$ cat src/rtl/ftf_defines.svh
// Offsets, field positions, reset values and timing counts for the filter
`ifndef FTF_DEFINES_SVH
`define FTF_DEFINES_SVH

// ----------------------------------------------------------------------
// Register offsets
// ----------------------------------------------------------------------
`define FTF_ADDR_FAN1_CEIL 8'h38
`define FTF_ADDR_FAN2_CEIL 8'h39
`define FTF_ADDR_FAN3_CEIL 8'h3a
`define FTF_ADDR_BELOW_Z1 8'h62
`define FTF_ADDR_Z2_Z3 8'h63
`define FTF_ADDR_FAN1_FLOOR 8'h64
`define FTF_ADDR_FAN2_FLOOR 8'h65
`define FTF_ADDR_FAN3_FLOOR 8'h66

// ----------------------------------------------------------------------
// Reset values and field positions
// ----------------------------------------------------------------------
`define FTF_RST_CEIL 8'hff
`define FTF_RST_FLOOR 8'h80
`define FTF_RST_SMOOTH 8'h00
`define FTF_BELOW_LSB 5
`define FTF_Z1_EN_BIT 3
`define FTF_Z2_EN_BIT 7
`define FTF_Z3_EN_BIT 3
`define FTF_DUTY_FULL 8'hff
`define FTF_DUTY_OFF 8'h00

// ----------------------------------------------------------------------
// Timing: clock in MHz and conversion period per zone, in microseconds
// ----------------------------------------------------------------------
`define FTF_CLK_MHZ 25
`define FTF_CONV_US 100000

`endif

$ cat src/rtl/ftf_pkg.sv
// Types shared by the fan temperature filter
package ftf_pkg;

  // Per-zone limits supplied by the surrounding fan logic
  typedef struct packed {
    logic [7:0] fan_limit;
    logic [7:0] abs_limit;
    logic [3:0] hyst;
  } ftf_zone_lim_t;

  // Register bus request
  typedef struct packed {
    logic wr;
    logic [7:0] addr;
    logic [7:0] wdata;
  } ftf_reg_req_t;

  typedef enum logic [1:0] {
    FTF_IDLE,
    FTF_ON,
    FTF_HOLD_FLOOR,
    FTF_FULL
  } ftf_fan_state_t;

endpackage : ftf_pkg

$ cat src/rtl/ftf_zone_filter.sv
// One zone: no-spike median of four and exponential smoother
`timescale 1ns/10ps
`include "ftf_defines.svh"
module ftf_zone_filter
  import ftf_pkg::*;
#(
  parameter int W = 8
)
(
  input wire logic clk,
  input wire logic rst,
  input wire logic sample_valid,
  input wire logic [W-1:0] temp_in,
  input wire logic smooth_en,
  input wire logic [2:0] time_sel,
  output logic [W-1:0] despiked,
  output logic [W-1:0] smoothed
);

  // ----------------------------------------------------------------------
  // Sample history
  // ----------------------------------------------------------------------
  logic [W-1:0] hist [3];
  logic primed;
  // Signed compare helpers
  function automatic logic [W-1:0] smin(input logic [W-1:0] a,
                                        input logic [W-1:0] b);
    smin = ($signed(a) < $signed(b)) ? a : b;
  endfunction : smin
  function automatic logic [W-1:0] smax(input logic [W-1:0] a,
                                        input logic [W-1:0] b);
    smax = ($signed(a) > $signed(b)) ? a : b;
  endfunction : smax

  // Middle two of four: max of the pair-mins and min of the pair-maxes
  wire [W-1:0] lo_a = smin(temp_in, hist[0]);
  wire [W-1:0] hi_a = smax(temp_in, hist[0]);
  wire [W-1:0] lo_b = smin(hist[1], hist[2]);
  wire [W-1:0] hi_b = smax(hist[1], hist[2]);
  wire [W-1:0] mid_lo = smax(lo_a, lo_b);
  wire [W-1:0] mid_hi = smin(hi_a, hi_b);
  wire signed [W:0] mid_sum = $signed({mid_lo[W-1], mid_lo}) +
                              $signed({mid_hi[W-1], mid_hi});
  wire [W-1:0] next_despiked = mid_sum[W:1];

  // ----------------------------------------------------------------------
  // Smoother coefficients: GAIN over 2^N, longer time for lower code except code 100 (3/16), faster than 101 (1/8)
  // ----------------------------------------------------------------------
  // Fractional bits kept so tiny steps are not lost to truncation
  localparam int F = 8;
  logic [3:0] shift_n;
  logic [2:0] gain;
  always_comb
  begin
    shift_n = 4'd6;
    gain = 3'd1;
    case (time_sel)
      3'b000: begin shift_n = 4'd6; gain = 3'd1; end
      3'b001: begin shift_n = 4'd5; gain = 3'd1; end
      3'b010: begin shift_n = 4'd6; gain = 3'd3; end
      3'b011: begin shift_n = 4'd4; gain = 3'd1; end
      3'b100: begin shift_n = 4'd4; gain = 3'd3; end
      3'b101: begin shift_n = 4'd3; gain = 3'd1; end
      3'b110: begin shift_n = 4'd2; gain = 3'd1; end
      default: begin shift_n = 4'd1; gain = 3'd1; end
    endcase
  end

  logic signed [W+F-1:0] acc;
  wire signed [W+F-1:0] target = $signed({next_despiked, {F{1'b0}}});
  wire signed [W+F+3:0] diff_g = (target - acc) * $signed({1'b0, gain});
  wire signed [W+F+3:0] step = diff_g >>> shift_n;
  wire signed [W+F-1:0] next_acc = smooth_en
    ? (W+F)'(acc + step[W+F-1:0])
    : target;

  // Update once per conversion; filter runs whatever enable says
  always_ff @(posedge clk)
  begin
    if (rst)
    begin
      hist[0] <= '0;
      hist[1] <= '0;
      hist[2] <= '0;
      primed <= 1'b0;
      despiked <= '0;
      acc <= '0;
    end
    else if (sample_valid)
    begin
      hist[0] <= primed ? temp_in : temp_in;
      hist[1] <= primed ? hist[0] : temp_in;
      hist[2] <= primed ? hist[1] : temp_in;
      primed <= 1'b1;
      despiked <= primed ? next_despiked : temp_in;
      acc <= primed ? next_acc : $signed({temp_in, {F{1'b0}}});
    end
  end

  assign smoothed = acc[W+F-1:F];

endmodule : ftf_zone_filter

$ cat src/rtl/ftf_top.sv
// Fan temperature filter, below-limit choice and duty floor/ceiling
//
// Operation
// Below-limit select bits at 62h bits 7:5
// Below limit: off, or floor when set
// De-spike: drop max/min of four, average
// De-spike always runs and drives control
// Smooth adds GAIN times difference over 2^N
// N and GAIN chosen from time field
// Eight codes, 35 s down to 0.8 s
// Enables at 62h.3, 63h.7, 63h.3
// Temperature readback stays unfiltered
// Lock blocks writes to 62h, 63h
// Floor register sets least duty, reset 80h
// Lock blocks writes to floor registers
// Duty clamped to ceiling, reset FFh
// Above absolute limit force full duty
// Release full duty after hysteresis drop
// At limit turn on, above ramp up
// Hold floor until limit minus hysteresis
// Update per conversion; disabled smoothing passes
`timescale 1ns/10ps
`include "ftf_defines.svh"
module ftf_top
  import ftf_pkg::*;
#(
  parameter int NZ = 3
)
(
  input wire logic clk,
  input wire logic rst,
  input wire ftf_reg_req_t reg_req,
  input wire logic reg_sel,
  output logic [7:0] reg_rdata,
  input wire logic lock,
  input wire logic [NZ-1:0] sample_valid,
  input wire logic [NZ*8-1:0] temp_raw,
  input wire ftf_zone_lim_t [NZ-1:0] zone_lim,
  input wire logic [NZ*2-1:0] fan_zone_sel,
  input wire logic [NZ*8-1:0] ramp_duty,
  output logic [NZ*8-1:0] temp_readback,
  output logic [NZ*8-1:0] zone_temp_ctl,
  output logic [NZ*8-1:0] fan_duty
);

  // ----------------------------------------------------------------------
  // Registers
  // ----------------------------------------------------------------------
  logic [7:0] ceil_reg [NZ];
  logic [7:0] floor_reg [NZ];
  logic [7:0] below_z1;
  logic [7:0] z2_z3;

  // Address decode
  wire wr_en = reg_sel && reg_req.wr;
  wire hit_bz1 = (reg_req.addr == `FTF_ADDR_BELOW_Z1);
  wire hit_z23 = (reg_req.addr == `FTF_ADDR_Z2_Z3);
  wire [1:0] ceil_idx = 2'(reg_req.addr - `FTF_ADDR_FAN1_CEIL);
  wire [1:0] floor_idx = 2'(reg_req.addr - `FTF_ADDR_FAN1_FLOOR);
  wire hit_ceil = (reg_req.addr >= `FTF_ADDR_FAN1_CEIL) &&
                  (reg_req.addr <= `FTF_ADDR_FAN3_CEIL);
  wire hit_floor = (reg_req.addr >= `FTF_ADDR_FAN1_FLOOR) &&
                   (reg_req.addr <= `FTF_ADDR_FAN3_FLOOR);

  // Smoothing config; lock makes it read-only
  always_ff @(posedge clk)
  begin
    if (rst)
    begin
      below_z1 <= `FTF_RST_SMOOTH;
      z2_z3 <= `FTF_RST_SMOOTH;
    end
    else if (wr_en && !lock)
    begin
      if (hit_bz1)
        below_z1 <= {reg_req.wdata[7:5], 1'b0, reg_req.wdata[3:0]};
      else if (hit_z23)
        z2_z3 <= reg_req.wdata;
    end
  end

  // Ceiling and floor registers; ceiling is not lockable
  genvar g;
  generate
    for (g = 0; g < NZ; g++)
    begin : g_reg
      always_ff @(posedge clk)
      begin
        if (rst)
        begin
          ceil_reg[g] <= `FTF_RST_CEIL;
          floor_reg[g] <= `FTF_RST_FLOOR;
        end
        else if (wr_en)
        begin
          if (hit_ceil && ceil_idx == 2'(g))
            ceil_reg[g] <= reg_req.wdata;
          else if (hit_floor && floor_idx == 2'(g) && !lock)
            floor_reg[g] <= reg_req.wdata;
        end
      end
    end
  endgenerate

  // Read mux; unmapped offsets read zero
  wire [7:0] rd_mux = hit_bz1 ? below_z1 :
                      hit_z23 ? z2_z3 :
                      hit_ceil ? ceil_reg[ceil_idx] :
                      hit_floor ? floor_reg[floor_idx] : 8'h00;
  always_ff @(posedge clk)
  begin
    if (rst)
      reg_rdata <= 8'h00;
    else if (reg_sel && !reg_req.wr)
      reg_rdata <= rd_mux;
  end

  // ----------------------------------------------------------------------
  // Per-zone filters
  // ----------------------------------------------------------------------
  wire [NZ-1:0] zen = {z2_z3[`FTF_Z3_EN_BIT], z2_z3[`FTF_Z2_EN_BIT],
                       below_z1[`FTF_Z1_EN_BIT]};
  wire [NZ*3-1:0] ztime = {z2_z3[2:0], z2_z3[6:4], below_z1[2:0]};
  wire [NZ-1:0] hold_floor = below_z1[`FTF_BELOW_LSB+NZ-1:`FTF_BELOW_LSB];

  logic [7:0] ctl_t [NZ];
  generate
    for (g = 0; g < NZ; g++)
    begin : g_zone
      ftf_zone_filter #(.W(8)) u_filt (
        .clk(clk),
        .rst(rst),
        .sample_valid(sample_valid[g]),
        .temp_in(temp_raw[g*8+:8]),
        .smooth_en(zen[g]),
        .time_sel(ztime[g*3+:3]),
        .despiked(),
        .smoothed(ctl_t[g])
      );
      assign zone_temp_ctl[g*8+:8] = ctl_t[g];
    end
  endgenerate

  // Readback stays raw, smoothing never reaches it
  always_ff @(posedge clk)
  begin
    if (rst)
      temp_readback <= '0;
    else
      temp_readback <= temp_raw;
  end

  // ----------------------------------------------------------------------
  // Per-fan duty state machine
  // ----------------------------------------------------------------------
  ftf_fan_state_t st [NZ];
  ftf_fan_state_t next_st [NZ];
  generate
    for (g = 0; g < NZ; g++)
    begin : g_fan
      wire [1:0] zi = fan_zone_sel[g*2+:2];
      wire [1:0] zs = (zi < 2'(NZ)) ? zi : 2'd0;
      wire signed [8:0] t = $signed({ctl_t[zs][7], ctl_t[zs]});
      wire signed [8:0] lim = $signed({zone_lim[zs].fan_limit[7],
                                        zone_lim[zs].fan_limit});
      wire signed [8:0] abl = $signed({zone_lim[zs].abs_limit[7],
                                        zone_lim[zs].abs_limit});
      wire signed [8:0] hy = $signed({5'b0, zone_lim[zs].hyst});
      // Absolute limit of -128 disables the override
      wire abs_dis = (zone_lim[zs].abs_limit == 8'h80);
      wire over_abs = !abs_dis && (t > abl);
      wire abs_rel = (t <= abl - hy);
      wire at_lim = (t >= lim);
      wire off_rel = (t < lim - hy);
      wire [7:0] rd = ramp_duty[g*8+:8];
      wire [7:0] up = (rd < floor_reg[g]) ? floor_reg[g] : rd;
      wire [7:0] clamped = (up > ceil_reg[g]) ? ceil_reg[g] : up;
      wire [7:0] below = hold_floor[g] ? floor_reg[g] : `FTF_DUTY_OFF;

      always_comb
      begin
        next_st[g] = st[g];
        case (st[g])
          FTF_IDLE:
            if (over_abs)
              next_st[g] = FTF_FULL;
            else if (at_lim)
              next_st[g] = FTF_ON;
          FTF_ON:
            if (over_abs)
              next_st[g] = FTF_FULL;
            else if (!at_lim)
              next_st[g] = FTF_HOLD_FLOOR;
          FTF_HOLD_FLOOR:
            if (over_abs)
              next_st[g] = FTF_FULL;
            else if (at_lim)
              next_st[g] = FTF_ON;
            else if (off_rel)
              next_st[g] = FTF_IDLE;
          default:
            if (abs_rel)
              next_st[g] = at_lim ? FTF_ON : FTF_HOLD_FLOOR;
        endcase
      end

      wire [7:0] next_duty =
        (next_st[g] == FTF_FULL) ? `FTF_DUTY_FULL :
        (next_st[g] == FTF_ON) ? clamped :
        (next_st[g] == FTF_HOLD_FLOOR) ? floor_reg[g] : below;

      always_ff @(posedge clk)
      begin
        if (rst)
        begin
          st[g] <= FTF_IDLE;
          fan_duty[g*8+:8] <= `FTF_DUTY_OFF;
        end
        else
        begin
          st[g] <= next_st[g];
          fan_duty[g*8+:8] <= next_duty;
        end
      end
    end
  endgenerate

endmodule : ftf_top

$ cat config.mk
export PLATFORM = sky130hd
export DESIGN_NAME = ftf_top
export DESIGN_NICKNAME = d
export VERILOG_FILES = /design/src/rtl/ftf_pkg.sv /design/src/rtl/ftf_zone_filter.sv /design/src/rtl/ftf_top.sv
export VERILOG_INCLUDE_DIRS = /design/src /design/src/rtl
export SDC_FILE = /design/constraint.sdc
export NUM_CORES = 2
export LEC_CHECK = 0
export BUFFER_PORTS_ARGS = -buffer_cell sky130_fd_sc_hd__buf_4
export CAP_MARGIN = 10
export CORE_MARGIN = 1.5
export CORE_UTILIZATION = 50
export DETAILED_ROUTE_END_ITERATION = 12
export PLACE_DENSITY = 0.74
export SLEW_MARGIN = 20
export SYNTH_ARGS = -nofsm -noshare
export SYNTH_HDL_FRONTEND = slang
export SYNTH_SLANG_ARGS = --single-unit
$ cat constraint.sdc
create_clock -name clk -period 25.5 [get_ports clk]
set_input_delay 1.275 -clock clk [delete_from_list [all_inputs] [get_ports clk]]
set_output_delay 1.275 -clock clk [all_outputs]
set_load 0.02 [all_outputs]
==> metrics.txt <==
status finished, final reports clean; Final Setup Violations 0; initial DRC count 2556; Total GRT Usage 27.9%; Syn Std Cell Area 30800 um2; largest family of logic cells by synthesized area compound AO/OA/AOI/OAI gates; worst setup path class reg -> reg; top flop regs g_zone.u_filt.hist: 72 flops, g_zone.u_filt.acc: 48 flops; sequential share of the synthesized area between 10% and 20%; CP endpoint kind flop; Hold Fails Final Rpt 0; crit share post-route 43.6%; worst-skew pair later-pin latency ~0.57 ns; hold bufs inserted after CTS 0; min-delay worst type reg -> reg; die area between 60000 and 70000 um2; top_reg_cell synth dfxtp_1; Top reg by flops g_zone.u_filt.hist; PwrDens approximately 140 nW/um2; largest net degree at the start of global routing 53; TritonRoute pass-1 iters 8; Worst Path Buf+Inv 1; total clock sinks between 200 and 250; worst hold margin 0.500 ns; synth unique cells 97; relative slew slack 17.6%; achievable clock frequency around 90 MHz; P&R area growth vs syn 10.8%; post-route setup TNS 0 ns; Leak between 15 and 20 nW; synth warn 0; post-synthesis adder-cell area fraction 19.2%; R2R setup slack 14.37 ns; Req. time, crit path 25.94 ns; Residual DRC 0; critical path depth 44; cells after synthesis 3865; global-route wire length before repair 142 mm; IO Port Bufs 217; CTS HTree Levels 2; # rows 90; CTS root buffer clkbuf_16; Routed Antenna Nets 0; crit start category flop; CP max FO 18; Initial Utilization 50.8%; Tightest Pin Transition ~1.2 ns; complex-gate fraction of the synthesized area 23.4%; r2r worst-path depth 44; final WL 91.2 mm; Core Area roughly 60000 um2; Critical Path Source g_zone[0].u_filt.hist[0][15]$_SDFFCE_PN0P_; Die H 251 um; Max IR drop VDD 0.0937 mV; post_cts resized 0; CP max stage cell o221ai_2; CTS tree built; Final Cell Area 34200 um2; XOR/XNOR share of the synthesized area 4.70%; Synth Area in Simple Gates about a fifth; share of cells above drive strength 1 10.7%; worst r2r src g_zone[0].u_filt.hist[0][15]$_SDFFCE_PN0P_; TritonCTS buffer count 35; vias in the first global route 26500; minimum clock period 11.13 ns; clock skew 0.0166 ns; vias after detailed routing 28700; io pins roughly 220; Cell Area, Placed 32900 um2; grt ovf 0; Seq cells post-synth roughly 250; Routed WL per cell 19.0 um; Clk pin slew, worst setup/hold paths ~0.06 ns; arrival time worst endpoint 11.57 ns; Die Width 251 um; buffer levels on the longest clock path 3; Max Slew Vio Count 0; highest cell delay on the worst timing path 0.63 ns; max-cap viol count 0; Placer Congestion 0.949; Post-synth EDFFs 120; delay-heaviest family, CP compound AO/OA/AOI/OAI gates; max reg flops 72; cell repeated most along the worst path o21ai_0; Syn Nets between 4000 and 5000; commonest non-fill, non-tap cells in the layout ha_1, nand2_1, nor2_1; antenna violations before repair 0; Mean Syn Cell Area ~8.0 um2; hpwl dp 72.0 mm; Post-synth ARST share 0%; post-synthesis mux area share 8.31%; R2R Path End g_zone[0].u_filt.acc[15]$_SDFFE_PP0P_; RSZ-0062 raised after global routing false; via/cell ratio approximately 6; Post-CTS Setup Bufs 0; crit path to g_zone[0].u_filt.acc[15]$_SDFFE_PP0P_; nets 4589; most common cell after layout, fill and taps aside ha_1
-- per-stage QoR --
stage               utilization, %  std cells  total power, mW  setup WS, ns
floorplan                        -       3865             3.34         15.21
global placement              54.2       4730             4.07         14.14
detailed placement            54.3       4731             4.11         13.82
CTS                           56.2       4795             4.65         14.36
global route                  56.3       4795             5.12         13.41
finish                        56.3       4796             4.69         14.37
-- layout make-up --
type                            instances  area (um2)
Antenna cell                            1        2.50
Clock buffer                           47         961
Clock inverter                         17         233
Fill cell                            5587       26500
Inverter                              297        1110
Multi-Input combinational cell       3168       23000
Sequential cell                       248        6170
Tap cell                              782         978
Timing Repair Buffer                  236        1770
-- worst min-delay path by stage --
| stage | startpoint | to | slack (ns) | cells past startpoint |
|---|---|---|---|---|
| after floorplan | below_z1[7]$_SDFFE_PP0P_ | reg_rdata[7]$_SDFFE_PP0P_ | 0.46 | 2 |
| after global placement | below_z1[5]$_SDFFE_PP0P_ | reg_rdata[5]$_SDFFE_PP0P_ | 0.48 | 2 |
| after detailed placement | below_z1[5]$_SDFFE_PP0P_ | reg_rdata[5]$_SDFFE_PP0P_ | 0.48 | 2 |
| after CTS | below_z1[5]$_SDFFE_PP0P_ | reg_rdata[5]$_SDFFE_PP0P_ | 0.50 | 2 |
| after global routing | below_z1[5]$_SDFFE_PP0P_ | reg_rdata[5]$_SDFFE_PP0P_ | 0.54 | 2 |
| final | below_z1[5]$_SDFFE_PP0P_ | reg_rdata[5]$_SDFFE_PP0P_ | 0.50 | 2 |
-- cells by family (layout without fill, tap and decap cells) --
family / Yosys count / in the layout
AND/OR/NAND/NOR: 1189 / 1189
AO/OA/AOI/OAI: 1107 / 1107
adder cells (fa/ha/maj): 465 / 465
buffers and inverters: 449 / 597
flip-flops: 248 / 248
multiplexers: 243 / 243
XOR/XNOR: 164 / 164
other: 0 / 1
-- worst register-to-register path, delay by kind of cell, from the launching register on --
kind / cells / cell delay [ns]
flip-flops: 1 / 0.44
adder cells (fa/ha/maj): 7 / 2.37
XOR/XNOR: 4 / 0.56
multiplexers: 1 / 0.32
AO/OA/AOI/OAI: 22 / 5.54
AND/OR/NAND/NOR: 9 / 1.72
buffers and inverters: 1 / 0.06
-- report_power, final --
part           total, mW  internal (mW)  switching [mW]
Sequential         0.504          0.457          0.0473
Combinational       3.67           1.54            2.14
Clock              0.510          0.309           0.201
Total               4.69           2.30            2.38
-- synthesized netlist by cell type, types with 86 or more instances --
library cell  number  area [um2]
a21o_1            94         706
ha_1             450        5630
xnor2_1          109         955
mux2i_1          181        1810
nor2b_1           86         538
dfxtp_1          128        2560
nor2_1           313        1170
a21oi_1          315        1580
and2_1           103         644
o21ai_0          197         986
edfxtp_1         120        3600
clkbuf_1         106         398
inv_1            296        1110
nand2_1          348        1310
-- layer usage --
layer  wire length, um  track usage, %
met5                 0               0
met4              3360            10.1
met3              5900            3.71
met2             42300            46.8
met1             39700            36.5
Power figures use the tool's default switching activity.
